$ cat config.mk
export PLATFORM = sky130hd
export DESIGN_NAME = regulator_mfr_config_regs
export DESIGN_NICKNAME = d
export VERILOG_FILES = /design/src/core/regulator_cfg_pkg.sv /design/src/core/regulator_mfr_config_regs.sv /design/src/core/smbus_target.sv
export SDC_FILE = /design/constraint.sdc
export NUM_CORES = 1
export LEC_CHECK = 0
export BUFFER_PORTS_ARGS = -buffer_cell sky130_fd_sc_hd__buf_2
export CORE_MARGIN = 4
export CORE_UTILIZATION = 60
export CTS_CLUSTER_SIZE = 20
export DETAILED_ROUTE_END_ITERATION = 6
export GPL_TIMING_DRIVEN = 0
export MAX_ROUTING_LAYER = met4
export PLACE_DENSITY = 0.85
export SKIP_CTS_REPAIR_TIMING = 1
export SLEW_MARGIN = 15
export SYNTH_ARGS = -nofsm -noshare
export SYNTH_HDL_FRONTEND = slang
export SYNTH_SLANG_ARGS = --single-unit
$ cat constraint.sdc
create_clock -name mclk -period 3 [get_ports mclk]
set_input_delay 0.45 -clock mclk [delete_from_list [all_inputs] [get_ports mclk]]
set_output_delay 0.45 -clock mclk [all_outputs]
set_load 0.02 [all_outputs]
$ cat src/core/regulator_cfg_pkg.sv
// Notes on behaviour
// - Writing one to bit 1 of the lock and reset register restores the manufacturer, configuration A and B registers to their power-on values.
// - That soft reset is ignored while the write-protect latch is set.
// - Writing one to bit 0 sets a write-protect latch that only power-on reset clears.
// - Bits 7:6 of the manufacturer register pick the light-load phase count: 00=1, 01=2, 10=3, 11=1.
// - With bus timeout enabled, a transaction to us that stalls over 35 ms makes us release the bus.
// - The bus timeout enable bit is lockable and frozen once the latch is set.
// - Bit 2 of the manufacturer register gates the fault pin and resets to one.
// - Bit 1 of the manufacturer register gates the alert pin, which asserts only while it is one.
// - Bit 0 of the manufacturer register turns on converter sampling and monitoring.
// - Bits 6:4 of configuration A give the phase count, 000..101 = 1..6, other codes = 6.
// - Bit 3 of configuration A takes the setpoint from the command register, else from the pins.
// - Loop test mode is on only when bit 2 is set in both configuration A and B.
// - Configuration B shares the layout of A and dual functions need the bit in both.
package regulator_cfg_pkg;

  localparam logic [7:0] CMD_LOCK_RESET = 8'hD0;
  localparam logic [7:0] CMD_MFR_CONFIG = 8'hD1;
  localparam logic [7:0] CMD_CONFIG_A   = 8'hD2;
  localparam logic [7:0] CMD_CONFIG_B   = 8'hD3;

  localparam logic [7:0] LOCK_RESET_VAL = 8'h00;
  localparam logic [7:0] MFR_RESET_VAL  = 8'h07;
  localparam logic [7:0] CFG_RESET_VAL  = 8'h52;
  localparam logic [7:0] MFR_RW_MASK    = 8'hCF;

  localparam int LOCK_BIT        = 0;
  localparam int SOFT_RESET_BIT  = 1;
  localparam int MFR_LOAD_HI     = 7;
  localparam int MFR_LOAD_LO     = 6;
  localparam int MFR_TIMEOUT_BIT = 3;
  localparam int MFR_FAULT_BIT   = 2;
  localparam int MFR_ALERT_BIT   = 1;
  localparam int MFR_MONITOR_BIT = 0;
  localparam int CFG_PHASE_HI    = 6;
  localparam int CFG_PHASE_LO    = 4;
  localparam int CFG_SETPOINT_BIT = 3;
  localparam int CFG_LOOP_BIT    = 2;

  localparam int BUS_TIMEOUT_MS     = 35;
  localparam int MCLK_KHZ           = 100000;
  localparam int BUS_TIMEOUT_CYCLES = BUS_TIMEOUT_MS * MCLK_KHZ;

  // Arbitrary bus address
  localparam logic [6:0] DEV_ADDR_DEFAULT = 7'h20;
  localparam logic [3:0] BITS_PER_BYTE    = 4'h8;
  localparam logic [1:0] DATA_INDEX       = 2'h2;

  typedef struct packed {
    logic [7:0] cmd;
    logic [7:0] data;
  } reg_wr_s;

  typedef enum logic [4:0] {
    ST_IDLE = 5'b00001,
    ST_RX   = 5'b00010,
    ST_ACK  = 5'b00100,
    ST_TX   = 5'b01000,
    ST_RACK = 5'b10000
  } target_state_e;

endpackage : regulator_cfg_pkg

$ cat src/core/regulator_mfr_config_regs.sv
`timescale 1ns/10ps
`default_nettype none
module regulator_mfr_config_regs
  import regulator_cfg_pkg::*;
#(
  parameter int         TIMEOUT_CYCLES = BUS_TIMEOUT_CYCLES,
  parameter logic [6:0] DEV_ADDR       = DEV_ADDR_DEFAULT
) (
  input  wire logic       mclk,
  input  wire logic       rst_b,
  input  wire logic       scl_in,
  input  wire logic       sda_in,
  output logic            sda_out,
  output logic            sda_oe,
  input  wire logic [7:0] output_setpoint_command,
  input  wire logic [7:0] voltage_identification_inputs,
  input  wire logic       fault_request,
  input  wire logic       alert_request,
  output logic            fault_out,
  output logic            alert_out,
  output logic [2:0]      light_load_phases,
  output logic [2:0]      active_phase_count,
  output logic            digital_setpoint_select,
  output logic [7:0]      output_setpoint,
  output logic            monitor_enable,
  output logic            loop_test_enable,
  output logic            write_locked
);

  localparam int TO_W = $clog2(TIMEOUT_CYCLES + 1);

  logic            busy, activity, wr_valid, timeout_abort;
  reg_wr_s         wr;
  logic [7:0]      rd_cmd, rd_data;
  logic            lock, next_lock;
  logic [7:0]      mfr_cfg, next_mfr_cfg;
  logic [7:0]      cfg_a, next_cfg_a;
  logic [7:0]      cfg_b, next_cfg_b;
  logic [TO_W-1:0] to_cnt, next_to_cnt;
  logic [7:0]      vid_meta, vid_sync;
  logic [2:0]      next_light_load, next_phase_count;
  logic [7:0]      next_setpoint;

  smbus_target #(
    .DEV_ADDR (DEV_ADDR)
  ) u_target (
    .mclk     (mclk),
    .rst_b    (rst_b),
    .scl_in   (scl_in),
    .sda_in   (sda_in),
    .sda_out  (sda_out),
    .sda_oe   (sda_oe),
    .abort    (timeout_abort),
    .busy     (busy),
    .activity (activity),
    .wr_valid (wr_valid),
    .wr       (wr),
    .rd_cmd   (rd_cmd),
    .rd_data  (rd_data)
  );

  // Register writes
  always_comb begin
    next_lock    = lock;
    next_mfr_cfg = mfr_cfg;
    next_cfg_a   = cfg_a;
    next_cfg_b   = cfg_b;
    if (wr_valid) begin
      case (wr.cmd)
        CMD_LOCK_RESET: begin
          if (wr.data[SOFT_RESET_BIT] && !lock) begin
            next_mfr_cfg = MFR_RESET_VAL;
            next_cfg_a   = CFG_RESET_VAL;
            next_cfg_b   = CFG_RESET_VAL;
          end
          if (wr.data[LOCK_BIT]) begin
            next_lock = 1'b1;
          end
        end
        CMD_MFR_CONFIG: begin
          next_mfr_cfg = wr.data & MFR_RW_MASK;
          if (lock) begin
            next_mfr_cfg[MFR_TIMEOUT_BIT] = mfr_cfg[MFR_TIMEOUT_BIT];
          end
        end
        CMD_CONFIG_A: begin
          next_cfg_a = wr.data;
        end
        CMD_CONFIG_B: begin
          next_cfg_b = wr.data;
        end
        default: begin
        end
      endcase
    end
  end

  always_ff @(posedge mclk) begin
    if (!rst_b) begin
      lock    <= LOCK_RESET_VAL[LOCK_BIT];
      mfr_cfg <= MFR_RESET_VAL;
      cfg_a   <= CFG_RESET_VAL;
      cfg_b   <= CFG_RESET_VAL;
    end else begin
      lock    <= next_lock;
      mfr_cfg <= next_mfr_cfg;
      cfg_a   <= next_cfg_a;
      cfg_b   <= next_cfg_b;
    end
  end

  // Read data for the current command code
  always_comb begin
    case (rd_cmd)
      CMD_LOCK_RESET: rd_data = {7'h00, lock};
      CMD_MFR_CONFIG: rd_data = mfr_cfg;
      CMD_CONFIG_A:   rd_data = cfg_a;
      CMD_CONFIG_B:   rd_data = cfg_b;
      default:        rd_data = 8'h00;
    endcase
  end

  // Bus stall timeout
  assign timeout_abort = busy && mfr_cfg[MFR_TIMEOUT_BIT] &&
                         (to_cnt == TO_W'(TIMEOUT_CYCLES));

  always_comb begin
    if (!busy || activity || timeout_abort ||
        !mfr_cfg[MFR_TIMEOUT_BIT]) begin
      next_to_cnt = '0;
    end else begin
      next_to_cnt = to_cnt + TO_W'(1);
    end
  end

  always_ff @(posedge mclk) begin
    if (!rst_b) begin
      to_cnt <= '0;
    end else begin
      to_cnt <= next_to_cnt;
    end
  end

  // Decoded outputs
  always_comb begin
    case (mfr_cfg[MFR_LOAD_HI:MFR_LOAD_LO])
      2'b01:   next_light_load = 3'h2;
      2'b10:   next_light_load = 3'h3;
      default: next_light_load = 3'h1;
    endcase
    if (cfg_a[CFG_PHASE_HI:CFG_PHASE_LO] <= 3'h5) begin
      next_phase_count = cfg_a[CFG_PHASE_HI:CFG_PHASE_LO] + 3'h1;
    end else begin
      next_phase_count = 3'h6;
    end
    if (cfg_a[CFG_SETPOINT_BIT]) begin
      next_setpoint = output_setpoint_command;
    end else begin
      next_setpoint = vid_sync;
    end
  end

  always_ff @(posedge mclk) begin
    if (!rst_b) begin
      vid_meta                <= 8'h00;
      vid_sync                <= 8'h00;
      light_load_phases       <= 3'h1;
      active_phase_count      <= 3'h1;
      output_setpoint         <= 8'h00;
      digital_setpoint_select <= 1'b0;
      fault_out               <= 1'b0;
      alert_out               <= 1'b0;
      monitor_enable          <= 1'b0;
      loop_test_enable        <= 1'b0;
      write_locked            <= 1'b0;
    end else begin
      vid_meta                <= voltage_identification_inputs;
      vid_sync                <= vid_meta;
      light_load_phases       <= next_light_load;
      active_phase_count      <= next_phase_count;
      output_setpoint         <= next_setpoint;
      digital_setpoint_select <= cfg_a[CFG_SETPOINT_BIT];
      fault_out   <= fault_request & mfr_cfg[MFR_FAULT_BIT];
      alert_out   <= alert_request & mfr_cfg[MFR_ALERT_BIT];
      monitor_enable <= mfr_cfg[MFR_MONITOR_BIT];
      loop_test_enable <= cfg_a[CFG_LOOP_BIT] &
                          cfg_b[CFG_LOOP_BIT];
      write_locked <= lock;
    end
  end
endmodule : regulator_mfr_config_regs
`default_nettype wire

$ cat src/core/smbus_target.sv
`timescale 1ns/10ps
`default_nettype none
module smbus_target
  import regulator_cfg_pkg::*;
#(
  parameter logic [6:0] DEV_ADDR = DEV_ADDR_DEFAULT
) (
  input  wire logic       mclk,
  input  wire logic       rst_b,
  input  wire logic       scl_in,
  input  wire logic       sda_in,
  output logic            sda_out,
  output logic            sda_oe,
  input  wire logic       abort,
  output logic            busy,
  output logic            activity,
  output logic            wr_valid,
  output reg_wr_s         wr,
  output logic [7:0]      rd_cmd,
  input  wire logic [7:0] rd_data
);

  logic          scl_meta, scl_sync, scl_prev;
  logic          sda_meta, sda_sync, sda_prev;
  logic          start, stop, rise, fall;
  target_state_e state, next_state;
  logic [7:0]    sh, next_sh, next_cmd;
  logic [3:0]    cnt, next_cnt;
  logic [1:0]    idx, next_idx;
  logic          rd_mode, next_rd_mode;
  logic          next_sda_oe, next_wr_valid;
  reg_wr_s       next_wr;

  // Pin synchronisers
  always_ff @(posedge mclk) begin
    if (!rst_b) begin
      scl_meta <= 1'b1;
      scl_sync <= 1'b1;
      scl_prev <= 1'b1;
      sda_meta <= 1'b1;
      sda_sync <= 1'b1;
      sda_prev <= 1'b1;
    end else begin
      scl_meta <= scl_in;
      scl_sync <= scl_meta;
      scl_prev <= scl_sync;
      sda_meta <= sda_in;
      sda_sync <= sda_meta;
      sda_prev <= sda_sync;
    end
  end

  assign start    = scl_sync & scl_prev & sda_prev & ~sda_sync;
  assign stop     = scl_sync & scl_prev & ~sda_prev & sda_sync;
  assign rise     = scl_sync & ~scl_prev;
  assign fall     = ~scl_sync & scl_prev;
  assign activity = rise | fall | start | stop;
  assign busy     = (state != ST_IDLE);
  assign sda_out  = 1'b0;

  always_comb begin
    next_state    = state;
    next_sh       = sh;
    next_cnt      = cnt;
    next_idx      = idx;
    next_rd_mode  = rd_mode;
    next_cmd      = rd_cmd;
    next_sda_oe   = sda_oe;
    next_wr_valid = 1'b0;
    next_wr       = wr;
    if (abort || stop) begin
      next_state  = ST_IDLE;
      next_sda_oe = 1'b0;
    end else if (start) begin
      next_state  = ST_RX;
      next_cnt    = 4'h0;
      next_idx    = 2'h0;
      next_sda_oe = 1'b0;
    end else begin
      case (state)
        ST_RX: begin
          if (rise) begin
            next_sh  = {sh[6:0], sda_sync};
            next_cnt = cnt + 4'h1;
          end else if (fall && cnt == BITS_PER_BYTE) begin
            next_cnt    = 4'h0;
            next_state  = ST_ACK;
            next_sda_oe = 1'b1;
            if (idx == 2'h0) begin
              next_rd_mode = sh[0];
              if (sh[7:1] != DEV_ADDR) begin
                next_state  = ST_IDLE;
                next_sda_oe = 1'b0;
              end
            end else if (idx == 2'h1) begin
              next_cmd = sh;
            end else begin
              next_wr_valid = 1'b1;
              next_wr       = '{cmd: rd_cmd, data: sh};
            end
          end
        end
        ST_ACK: begin
          if (fall) begin
            next_idx = (idx == DATA_INDEX) ? DATA_INDEX : idx + 2'h1;
            if (rd_mode) begin
              next_sh     = rd_data;
              next_sda_oe = ~rd_data[7];
              next_cnt    = 4'h1;
              next_state  = ST_TX;
            end else begin
              next_sda_oe = 1'b0;
              next_state  = ST_RX;
            end
          end
        end
        ST_TX: begin
          if (fall) begin
            if (cnt == BITS_PER_BYTE) begin
              next_sda_oe = 1'b0;
              next_state  = ST_RACK;
            end else begin
              next_sh     = {sh[6:0], 1'b0};
              next_sda_oe = ~sh[6];
              next_cnt    = cnt + 4'h1;
            end
          end
        end
        ST_RACK: begin
          if (rise && sda_sync) begin
            next_state = ST_IDLE;
          end else if (fall) begin
            next_sh     = rd_data;
            next_sda_oe = ~rd_data[7];
            next_cnt    = 4'h1;
            next_state  = ST_TX;
          end
        end
        default: begin
          next_sda_oe = 1'b0;
        end
      endcase
    end
  end

  always_ff @(posedge mclk) begin
    if (!rst_b) begin
      state    <= ST_IDLE;
      sh       <= 8'h00;
      cnt      <= 4'h0;
      idx      <= 2'h0;
      rd_mode  <= 1'b0;
      rd_cmd   <= 8'h00;
      sda_oe   <= 1'b0;
      wr_valid <= 1'b0;
      wr       <= '0;
    end else begin
      state    <= next_state;
      sh       <= next_sh;
      cnt      <= next_cnt;
      idx      <= next_idx;
      rd_mode  <= next_rd_mode;
      rd_cmd   <= next_cmd;
      sda_oe   <= next_sda_oe;
      wr_valid <= next_wr_valid;
      wr       <= next_wr;
    end
  end

endmodule : smbus_target
`default_nettype wire

# ---- Word-level counts from Yosys, hierarchy flattened
# Cells that the tools add are included.
dict set report classes {
  addsub 4
  magnitude_cmp 1
  n_eq_ne 44
  mux 56
  bitwise_logic 27
  reduce_logical 38
}
# operator count
set ops {}
lappend ops {{two-way mux 8 bit} 10}
lappend ops {{equality test 8 bit (second input constant)} 8}
lappend ops {{case mux 8 bit (4 select lines)} 2}
lappend ops {{case mux 8 bit (2 select lines)} 3}
lappend ops {{two-way mux 4 bit} 10}
lappend ops {{two-way mux 5 bit} 8}
lappend ops {{AND reduction 7 bit} 4}
lappend ops {{adder 22 x 1 -> 22 bit (second input constant)} 1}
lappend ops {{equality test 22 bit (second input constant)} 1}
lappend ops {{!= test 3 x 1 -> 1 bit (second input constant)} 7}
lappend ops {{case mux 5 bit (4 select lines)} 1}
lappend ops {{case mux 4 bit (4 select lines)} 1}
lappend ops {{AND reduction 3 bit} 5}
lappend ops {{!= test 2 x 1 -> 1 bit (second input constant)} 7}
lappend ops {{NOT 1 bit} 14}
lappend ops {{two-way mux 1 bit} 12}
lappend ops {{AND reduction 6 bit} 2}
lappend ops {{AND 1 bit} 10}
lappend ops {{two-way mux 2 bit} 5}
lappend ops {{!= test 2 bit (second input constant)} 5}
lappend ops {{AND reduction 10 bit} 1}
lappend ops {{nonzero test 2 bit} 5}
lappend ops {{!= test 3 x 2 -> 1 bit (second input constant)} 3}
lappend ops {{AND reduction 9 bit} 1}
lappend ops {{28 further kinds} 44}
dict set report totals {
  register_bits 135
  in_bits 22
  out_inout_bits 22
  wordCells 204
}

# ---- Longest topological paths before layout
# Gate-level depths: netlist of run 1.
dict set report logic_depth {
  depth_word 9
  ltp_mapped 10
  depth_no_buf 8
}

# ---- Cells and area by module
# Synthesis of run 1 repeated with hierarchy kept, for this count alone.
dict set report hier_totals {
  hier_cells 644
  hier_area_um2 6044.5
}
# module n_inst cells_each area_each_um2 seq_area_each_um2
set modules_own_cells {}
lappend modules_own_cells {regulator_mfr_config_regs 1 330 3276.9 1601.5}
lappend modules_own_cells {smbus_target 1 314 2767.7 1041.0}

# ---- Worst setup path after synthesis of run 1
# OpenSTA, ideal clock, no wires.
dict set report synth_timing {
  kind {flip-flop to flip-flop}
  start {register to_cnt[0]}
  end {register u_target.wr[4] (netlist name)}
  setup_time_ns 0.132
  arrival_time_ns 2.067
  required_time_ns 2.868
  setup_slack_ns 0.801
  stages_incl_launch_ff 11
  n_path_buf 2
  synth_period_minus_slack_ns 2.199
  cell_sequence {dfxtp_1 > inv_1 > ha_1 > nor4b_1 > and4_1 > and4_1 > buf_6 > or4_4 > buf_6 > o21ai_1 > a21oi_1}
}
dict set report synth_between {
  elab_chain_len 5
}
# element line
set synth_rtl {}
lappend synth_rtl {{start: declaration} regulator_mfr_config_regs.sv:39} ;# logic [TO_W-1:0] to_cnt, next_to_cnt;
lappend synth_rtl {{start signal: assignment} regulator_mfr_config_regs.sv:140} ;# to_cnt <= next_to_cnt;
lappend synth_rtl {{equality test 22 bit} regulator_mfr_config_regs.sv:125} ;# (to_cnt == TO_W'(TIMEOUT_CYCLES));
lappend synth_rtl {{logical AND 1 bit} regulator_mfr_config_regs.sv:124} ;# assign timeout_abort = busy && mfr_cfg[MFR_TIMEOUT_BIT] &&
lappend synth_rtl {{logical OR 1 bit} smbus_target.sv:71} ;# if (abort || stop) begin
lappend synth_rtl {{NOT 1 bit (no line)} -}
lappend synth_rtl {{AND reduction 7 bit (no line)} -}
# No other way between the ends.
# A chain may end at the register's enable or synchronous reset.

# ---- Final worst setup path of run 1
dict set report layout_timing {
  start {register u_target.scl_prev}
  end {register u_target.wr[0] (netlist name)}
}
dict set report layout_between {
  elab_chain_len 6
  elab_cells_between_ends 14
  classes_between {11 x bitwise; 3 x reduce/logical}
}
# element line
set layout_rtl {}
lappend layout_rtl {{start: declaration} smbus_target.sv:23} ;# logic scl_meta, scl_sync, scl_prev;
lappend layout_rtl {{start signal: assignment} smbus_target.sv:46} ;# scl_prev <= scl_sync;
lappend layout_rtl {{AND 1 bit} {smbus_target.sv:53, smbus_target.sv:54}}
lappend layout_rtl {{AND 1 bit (2 in series)} smbus_target.sv:54} ;# assign stop = scl_sync & scl_prev & ~sda_prev & sda_sync;
lappend layout_rtl {{logical OR 1 bit} smbus_target.sv:71}
lappend layout_rtl {{NOT 1 bit (no line)} -}
lappend layout_rtl {{AND reduction 7 bit (no line) (*)} -}
# Mark *: on every way between the ends. The rest lies on a longest branch, timed or not.

==> results of run 1 <==
per-stage QoR:
step / instances / area [um2]
2_1_floorplan: 642 / 5830
3_3_place_gp: 812 / 6200
3_5_place_dp: 812 / 6200
4_1_cts: 844 / 6790
5_1_grt: 844 / 6790
6_report: 844 / 6790
critical path, cell delays in order (launching register included):
cell and delay [ns]:
dfxtp_1 0.36, inv_1 0.05, ha_1 0.31, nor4bb_1 0.63, nand3_1 0.22, nor4_4 0.32, buf_2 0.30, nand3_1 0.13
a21oi_1 0.19
cells by family (layout without fill, tap and decap cells):
logic type                 Yosys count  after routing  synth area share, %
and+or+nand+nor                    257            257                 24.0
adders and majority gates           12             12                 2.58
DFF                                132            132                 45.3
muxes                               23             23                 4.29
AOI/OAI and AO/OA                  137            137                 15.3
buffers and inverters               56            129                 5.06
other                                1              2               0.0643
xor gates and xnor gates            23             23                 3.46
worst max path at each step:
stage | to | slack (ns) | cells after the start
2_1_floorplan | u_target.wr[4] | 0.80 | 10
3_3_place_gp | u_target.wr[9] | 0.58 | 8
3_5_place_dp | u_target.wr[0] | 0.46 | 8
4_1_cts | to_cnt[2] | 0.48 | 10
5_1_grt | to_cnt[2] | 0.29 | 10
6_report | u_target.wr[0] | 0.40 | 8
metal layers:
layer / global-route usage, % / vias up
met5: - / -
met4: 11.0 / 0
met3: 6.38 / 45
met2: 45.3 / 267
met1: 35.2 / 2410
li1: - / 2381
power by group through the flow:
| stage | registers, mW | clock network (mW) | logic, mW |
|---|---|---|---|
| final | 1.79 | 2.10 | 0.119 |
| after global routing | 1.79 | 2.20 | 0.131 |
| after CTS | 1.79 | 2.10 | 0.118 |
| after detailed placement | 1.82 | 0 | 0.116 |
| after global placement | 1.82 | 0 | 0.113 |
| after floorplan | 1.83 | 0 | 0.0652 |
cell type report:
class                           instances  area [um2]
Timing Repair Buffer                   41         205
Buffer                                 39         231
Inverter                               17        63.8
Multi-Input combinational cell        454        2900
Sequential cell                       132        2640
Fill cell                             696        2580
Clock buffer                           19         422
Tap cell                              129         161
Clock inverter                         13         171
sequential cells by signal (all words and copies together) (netlist names), 8 cells and up:
register         count
cfg_b                8
u_target.rd_cmd      8
u_target.sh          8
cfg_a                8
u_target.wr         16
vid_meta             8
to_cnt              22
vid_sync             8
output_setpoint      8
layout by cell type, fill, tap and decap left out, drive strengths merged, types with 6 or more instances in the layout:
| cell type | count |
|---|---|
| clkbuf | 44 |
| ha | 12 |
| a21oi | 33 |
| xnor2 | 8 |
| xor2 | 15 |
| nor2 | 88 |
| nand3 | 36 |
| nor3 | 16 |
| inv | 21 |
| and3 | 13 |
| o21ai | 47 |
| a22oi | 18 |
| nor2b | 8 |
| mux2i | 16 |
| nand2b | 8 |
| and2 | 22 |
| nand2 | 28 |
| buf | 55 |
| a211oi | 10 |
| mux2 | 6 |
| dfxtp | 132 |
==> impl_metrics.py, run 1 <==
metrics = {
    "routing": {
        "met3WireLength_mm": 1.23,
        "via_per_inst": 6.05,
        "top_layer": "met4",
        "vias": 5103,
        "wl_met1_mm": 6.16,
        "drt_iter0_drc": 377,
        "firstDrtPassIters": 5,
        "wirelength_mm": 14.9,
        "drc": 0,
        "wl_met2_mm": 7.14,
        "routedWlPerCell_um": 17.6,
        "ant_nets": 0,
    },
    "logic_synthesis": {
        "syn_avg_cell_area_um2": 9.10,
        "synthArstFlopShare_pct": 0,
        "seq_area_frac_synth_pct": 45.3,
        "synthesis.area_mm2": 0.00583,
        "synth_area_leaders": "dfxtp_1 (45%), nor2_1 (5.7%), nand3_1 (3.1%)",
        "synth.most_common_cell": "dfxtp_1",
        "yosysUniqueCellTypes": 72,
        "syn_inst": 641,
        "yosys_warnings": 0,
        "synth_ff_type": "dfxtp_1",
        "synth_edf_count": 0,
        "synth_area_leader_cell": "dfxtp_1",
        "yosys.area.top_type_share_pct": 45.3,
        "synth_common_cells": "dfxtp_1 (132), nor2_1 (88), nand3_1 (36)",
        "ys_ff_latch": 132,
    },
    "die": {
        "ioPinCount": 44,
        "fp-row-count": 35,
        "die_height_um": 107,
        "coreArea_mm2": 0.00937,
        "die_area_mm2": 0.0114,
        "initial_core_util_pct": 62.2,
        "die_w_um": 107,
    },
    "sta": {
        "fin_skew_ns": 0.00883,
        "hold_viol": 0,
        "grt_setup_unrepaired": "no",
        "fin_crit_ns": 2.60,
        "maxSlewHeadroom_pct": 49.3,
        "period_share_pct": 86.6,
        "timing.hold.ws_ns": 0.118,
        "fin_ws_ns": 0.403,
        "worst_slew_pin_slew_ns": 0.750,
        "setup_violations": 0,
        "tns_ns": 0,
        "final_max_slew_viol_count": 0,
        "max_freq_mhz": 385,
    },
    "power": {
        "power_density_mw_per_mm2": 590,
        "swShare_pct": 22.6,
        "p_comb_share_pct": 3.0,
        "netSwitchingPower_uw": 906,
        "power_leakage_nw": 2.47,
        "internal_power_mw": 3.10,
        "p_total_mw": 4.01,
        "clockPowerShare_pct": 52.4,
        "ir_drop_mv": 0.495,
        "p_seq_share_pct": 44.6,
    },
    "clock_network": {
        "cts_inserted_buffers": 17,
        "clk_latency_ns": 0.52,
        "cts_sinks": 132,
        "clk_pin_slew_ns": 0.06,
        "clockBufferDepth": 2,
        "ctsRootBufferMaster": "clkbuf_8",
        "cts_tree": "built",
        "cts_htree_levels": 4,
    },
    "min_path": {
        "hp-class": "in -> reg",
        "min_from": "sda_in",
        "min_path_cells": 2,
        "holdPathEnd": "u_target.sda_meta",
    },
    "global_route": {
        "grt_pass1_wl_mm": 25.2,
        "antenna_found_initial": 0,
        "grt_max_degree": 17,
        "grt-ovfl-total": 0,
        "grt_pass1_vias": 5242,
        "track_usage_pct": 28.4,
    },
    "finish": {
        "drive_gt1_share_pct": 17.3,
        "final_util_pct": 72.5,
        "area_growth_pct": 16.5,
        "final_nets": 736,
        "insertedDiodeCount": 0,
    },
    "placement": {
        "post-place-ws_ns": 0.464,
        "gp_congestion": 0.923,
        "dpl.hpwl_mm": 9.98,
        "port_buffers": 41,
    },
    "setup_path": {
        "reg2reg_depth": 8,
        "crit_start": "u_target.scl_prev",
        "crit_required_ns": 3.44,
        "cp.arrival_ns": 3.04,
        "worst_r2r_endpoint": "u_target.wr[0]",
        "critPathKind": "reg -> reg",
        "endpoint_kind": "flop",
        "reg2reg_from": "u_target.scl_prev",
        "cp_max_fo": 10,
        "critPathLaunchType": "flop",
        "worst-r2r-setup-slack_ns": 0.40,
    },
    "run": {
        "max_cap_violations": 0,
    },
    "outcome": {
        "status": "complete, no violations",
    },
}
Note: power is estimated with default switching activity, not from simulation.
==> inputs of run 2 (changes only) <==
--- a/config.mk
+++ b/config.mk
@@ -6,13 +6,15 @@
 export NUM_CORES = 1
 export LEC_CHECK = 0
 export BUFFER_PORTS_ARGS = -buffer_cell sky130_fd_sc_hd__buf_2
+export CELL_PAD_IN_SITES_DETAIL_PLACEMENT = 1
+export CELL_PAD_IN_SITES_GLOBAL_PLACEMENT = 2
 export CORE_MARGIN = 4
-export CORE_UTILIZATION = 60
+export CORE_UTILIZATION = 37
 export CTS_CLUSTER_SIZE = 20
 export DETAILED_ROUTE_END_ITERATION = 6
 export GPL_TIMING_DRIVEN = 0
 export MAX_ROUTING_LAYER = met4
-export PLACE_DENSITY = 0.85
+export PLACE_DENSITY = 0.83
 export SKIP_CTS_REPAIR_TIMING = 1
 export SLEW_MARGIN = 15
 export SYNTH_ARGS = -nofsm -noshare
==> run 2 against run 1 <==
Maximum frequency fell by 2.8%. Clock power fell by 3%. First-iteration DRC count fell by 25%. Via count fell by 4.0%. Final cell count rose by 9.7%. Cell area rose by 1.2%. Hold slack improved by 0.094 ns. Clock-buffer cell count rose by 3. Non-clock buffer count did not move. Clock skew rose by 0.0023 ns.
==> impl_metrics.py, run 2 (same netlist as run 1, synthesis figures left out) <==
metrics = {
    "setup_path": {
        "crit_start": "u_target.scl_prev",
        "endpoint_kind": "flop",
        "reg2reg_depth": 8,
        "cp.arrival_ns": 3.02,
        "critPathLaunchType": "flop",
        "critPathKind": "reg -> reg",
        "crit_required_ns": 3.35,
        "reg2reg_from": "u_target.scl_prev",
        "cp_max_fo": 10,
    },
    "die": {
        "ioPinCount": 44,
        "die_w_um": 134,
        "die_height_um": 134,
        "coreArea_mm2": 0.0153,
        "fp-row-count": 45,
        "initial_core_util_pct": 38.1,
        "die_area_mm2": 0.0178,
    },
    "placement": {
        "port_buffers": 41,
        "place_area_mm2": 0.00630,
        "gp_congestion": 0.861,
        "dpl.hpwl_mm": 11.9,
    },
    "sta": {
        "max_freq_mhz": 374,
        "grt_setup_unrepaired": "no",
        "setup_violations": 0,
        "fin_crit_ns": 2.67,
        "worst_slew_pin_slew_ns": 0.730,
        "maxSlewHeadroom_pct": 50.7,
        "final_max_slew_viol_count": 0,
        "hold_viol": 0,
        "fin_skew_ns": 0.0111,
        "tns_ns": 0,
        "period_share_pct": 89.0,
    },
    "routing": {
        "via_per_inst": 5.29,
        "vias": 4897,
        "ant_nets": 0,
        "wirelength_mm": 16.5,
        "routedWlPerCell_um": 17.8,
        "drt_iter0_drc": 281,
        "firstDrtPassIters": 4,
        "drc": 0,
    },
    "min_path": {
        "min_from": "sda_in",
        "hp-class": "in -> reg",
        "min_path_cells": 2,
    },
    "clock_network": {
        "clk_latency_ns": 0.43,
        "ctsRootBufferMaster": "clkbuf_16",
        "cts_sinks": 132,
        "cts_tree": "built",
        "clockBufferDepth": 2,
        "cts_htree_levels": 4,
        "cts_inserted_buffers": 17,
        "clk_pin_slew_ns": 0.05,
    },
    "global_route": {
        "track_usage_pct": 19.6,
        "grt-ovfl-total": 0,
        "grt_pass1_vias": 5177,
        "antenna_found_initial": 0,
        "grt_max_degree": 17,
        "grt_pass1_wl_mm": 26.8,
    },
    "finish": {
        "insertedDiodeCount": 0,
        "drive_gt1_share_pct": 17.2,
        "final_nets": 736,
        "n_fill_cell": 1824,
        "largest_register_ffs": 22,
        "largest_registers": "to_cnt: 22 flops, u_target.wr: 16 flops",
        "layout_common_cells": "dfxtp_1 (132), nor2_1 (88), buf_2 (44)",
        "final_common_cell": "dfxtp_1",
        "area_growth_pct": 17.9,
        "design_area_mm2": 0.00687,
        "top_register": "to_cnt",
    },
    "power": {
        "power_density_mw_per_mm2": 574,
        "ir_drop_mv": 0.395,
        "power_leakage_nw": 2.47,
    },
    "outcome": {
        "status": "complete, no violations",
    },
    "run": {
        "max_cap_violations": 0,
    },
}
run 2: final cells by class:
type	count	area, um2	share of cell area [%]
buffer	39	231	3.37
clock buffer	22	464	6.75
clock inverter	10	106	1.55
inverter	17	63.8	0.928
multi-input combinational	454	2900	42.1
sequential	132	2640	38.4
tap	211	264	3.84
timing repair buffer	41	205	2.99
run 2: per-stage QoR:
stage	worst slack, ns	power, mW	util [%]	hold slack (ns)	std cells
floorplan	0.801	1.90	-	0.386	642
global placement	0.450	1.94	41.2	0.391	894
detailed placement	0.314	1.94	41.2	0.398	894
CTS	0.316	3.98	44.9	0.198	926
global route	0.0171	4.08	44.9	0.215	926
finish	0.329	3.95	44.9	0.212	926
run 2: power by group:
group	leakage (nW)	switching, mW	internal (mW)
registers	1.07	0.00965	1.78
logic	1.12	0.0750	0.0444
clock network	0.283	0.783	1.26
total	2.47	0.868	3.08
run 2: critical path: stages, from the launching register on:
cell and delay (ns):
dfxtp_1 0.35, inv_1 0.05, ha_1 0.32, nor4bb_1 0.69, nand3_1 0.24, nor4_4 0.36, buf_2 0.31, nand3_1 0.12
a21oi_1 0.17
run 2: worst paths after layout:
kind	end	slack (ns)
max	u_target.wr[13]	0.33
min	u_target.sda_meta	0.21
max reg2reg	u_target.wr[13]	0.33
min reg2reg	u_target.sda_sync	0.41
run 2: layer usage:
metal	vias up	track usage (%)	share of wire (%)
met2	116	30.8	46
met4	0	7.49	2.0
met3	28	4.76	5.1
met1	2376	24.5	47
met5	-	-	0
li1	2377	-	-
==> inputs of run 3 (changes only) <==
--- a/config.mk
+++ b/config.mk
@@ -6,15 +6,17 @@
 export NUM_CORES = 1
 export LEC_CHECK = 0
 export BUFFER_PORTS_ARGS = -buffer_cell sky130_fd_sc_hd__buf_2
+export CAP_MARGIN = 5
 export CELL_PAD_IN_SITES_DETAIL_PLACEMENT = 1
 export CELL_PAD_IN_SITES_GLOBAL_PLACEMENT = 2
+export CORE_ASPECT_RATIO = 1.25
 export CORE_MARGIN = 4
-export CORE_UTILIZATION = 37
+export CORE_UTILIZATION = 30
 export CTS_CLUSTER_SIZE = 20
 export DETAILED_ROUTE_END_ITERATION = 6
 export GPL_TIMING_DRIVEN = 0
 export MAX_ROUTING_LAYER = met4
-export PLACE_DENSITY = 0.83
+export PLACE_DENSITY = 0.71
 export SKIP_CTS_REPAIR_TIMING = 1
 export SLEW_MARGIN = 15
 export SYNTH_ARGS = -nofsm -noshare
==> run 3 against run 2 <==
Critical path depth did not move. Register-to-register slack hardly changed. First-iteration DRC count up 9.6%. Global-route usage shrank 2.9 points. Combinational power is essentially flat. Flip-flop and latch count unchanged. Clock power up 2%. Clock-buffer cell count decreased by 3. Hold slack got worse by 0.0047 ns. Via count fell by 1.0%. Wire length increased by 2.1%.
==> impl_metrics.py, run 3 (same netlist as run 1, synthesis figures left out) <==
metrics = {
    "outcome": {
        "status": "complete, no violations",
    },
    "power": {
        "power_density_mw_per_mm2": 576,
        "p_seq_share_pct": 44.7,
        "ir_drop_mv": 0.375,
        "clockPowerShare_pct": 52.2,
        "swShare_pct": 22.9,
        "netSwitchingPower_uw": 914,
        "power_leakage_nw": 2.47,
        "internal_power_mw": 3.08,
        "p_comb_share_pct": 3.0,
    },
    "die": {
        "die_area_mm2": 0.0217,
        "die_w_um": 133,
        "coreArea_mm2": 0.0189,
        "initial_core_util_pct": 30.8,
        "die_height_um": 164,
        "fp-row-count": 56,
        "ioPinCount": 44,
    },
    "routing": {
        "routedWlPerCell_um": 17.7,
        "ant_nets": 0,
        "wirelength_mm": 16.8,
        "firstDrtPassIters": 4,
        "via_per_inst": 5.12,
        "vias": 4847,
        "drt_iter0_drc": 308,
        "drc": 0,
    },
    "setup_path": {
        "critPathMostFrequentCell": "nand3_1",
        "critPathTopFamily": "simple AND/OR/NAND/NOR gates",
        "cp_slowest_stage_delay_ns": 0.67,
        "critPathKind": "reg -> reg",
        "cp.arrival_ns": 3.02,
        "critPathLaunchType": "flop",
        "path_cells": "inv_1, ha_1, nor4bb_1, nand3_1, nor4_4, buf_2, nand3_1, a21oi_1",
        "crit_required_ns": 3.33,
        "cp_max_fo": 10,
        "endpoint_kind": "flop",
        "cp_slowest_cell": "nor4bb_1",
        "worst-path-buf-inv": 2,
    },
    "sta": {
        "maxSlewHeadroom_pct": 46.7,
        "period_share_pct": 89.5,
        "grt_setup_unrepaired": "no",
        "fin_ws_ns": 0.315,
        "final_max_slew_viol_count": 0,
        "tns_ns": 0,
        "worst_slew_pin_slew_ns": 0.789,
        "fin_crit_ns": 2.69,
        "max_freq_mhz": 372,
        "setup_violations": 0,
        "fin_skew_ns": 0.00706,
        "hold_viol": 0,
    },
    "global_route": {
        "grt_max_degree": 17,
        "track_usage_pct": 16.7,
        "grt_pass1_wl_mm": 27.9,
        "grt_pass1_vias": 5254,
        "grt-ovfl-total": 0,
        "antenna_found_initial": 0,
    },
    "finish": {
        "final_util_pct": 36.6,
        "final_common_cell": "dfxtp_1",
        "top_register": "to_cnt",
        "largest_register_ffs": 22,
        "n_fill_cell": 2203,
        "area_growth_pct": 18.7,
        "multi_input_area_mm2": 0.00290,
        "largest_registers": "to_cnt: 22 flops, u_target.wr: 16 flops",
        "drive_gt1_share_pct": 17.5,
        "regArea_mm2": 0.00264,
        "insertedDiodeCount": 0,
        "layout_common_cells": "dfxtp_1 (132), nor2_1 (88), buf_2 (44)",
        "final_nets": 736,
    },
    "placement": {
        "gp_congestion": 0.795,
        "post-place-ws_ns": 0.233,
        "dpl.hpwl_mm": 12.6,
        "port_buffers": 41,
    },
    "run": {
        "max_cap_violations": 0,
    },
    "min_path": {
        "hp-class": "in -> reg",
    },
    "clock_network": {
        "ctsRootBufferMaster": "clkbuf_16",
        "cts_inserted_buffers": 17,
        "clockBufferDepth": 2,
        "clk_pin_slew_ns": 0.06,
        "cts_htree_levels": 4,
        "clk_latency_ns": 0.42,
        "cts_sinks": 132,
        "cts_tree": "built",
    },
}
==> run 3: area by class of cell <==
type / instances / share of cell area, %
Timing Repair Buffer: 41 / 2.96
Tap cell: 232 / 4.19
Buffer: 39 / 3.34
Clock buffer: 19 / 6.40
Sequential cell: 132 / 38.2
Multi-Input combinational cell: 454 / 41.8
Clock inverter: 13 / 2.17
Inverter: 17 / 0.922
==> run 3: path summary, 6_finish.rpt <==
kind | start | slack, ns | end | cells after the start
max | u_target.scl_prev | 0.31 | u_target.rd_cmd[1] | 8
min | sda_in | 0.21 | u_target.sda_meta | 2
max reg2reg | u_target.scl_prev | 0.31 | u_target.rd_cmd[1] | 8
min reg2reg | u_target.sda_meta | 0.41 | u_target.sda_sync | 1
==> run 3: metal layers <==
| layer | vias to the layer above | track usage, % | part of all wire (%) |
|---|---|---|---|
| li1 | 2381 | - | - |
| met1 | 2372 | 17.8 | 41 |
| met2 | 66 | 30.3 | 54 |
| met3 | 28 | 3.46 | 2.9 |
| met4 | 0 | 6.71 | 2.6 |
| met5 | - | - | 0 |
==> run 3: power groups by stage <==
stage	combinational, mW	clock [mW]	sequential [mW]
global placement	0.122	0	1.82
finish	0.121	2.08	1.79
floorplan	0.0652	0	1.83
detailed placement	0.123	0	1.82
CTS	0.124	2.14	1.79
global route	0.135	2.22	1.79
==> run 3: metrics by stage <==
stage               power [mW]  hold slack (ns)  instances  instance area, um2
floorplan                 1.90            0.386        642                5830
global route              4.15            0.202        947                6920
global placement          1.95            0.391        915                6330
detailed placement        1.95            0.394        915                6330
CTS                       4.05            0.192        947                6920
finish                    3.99            0.207        947                6920
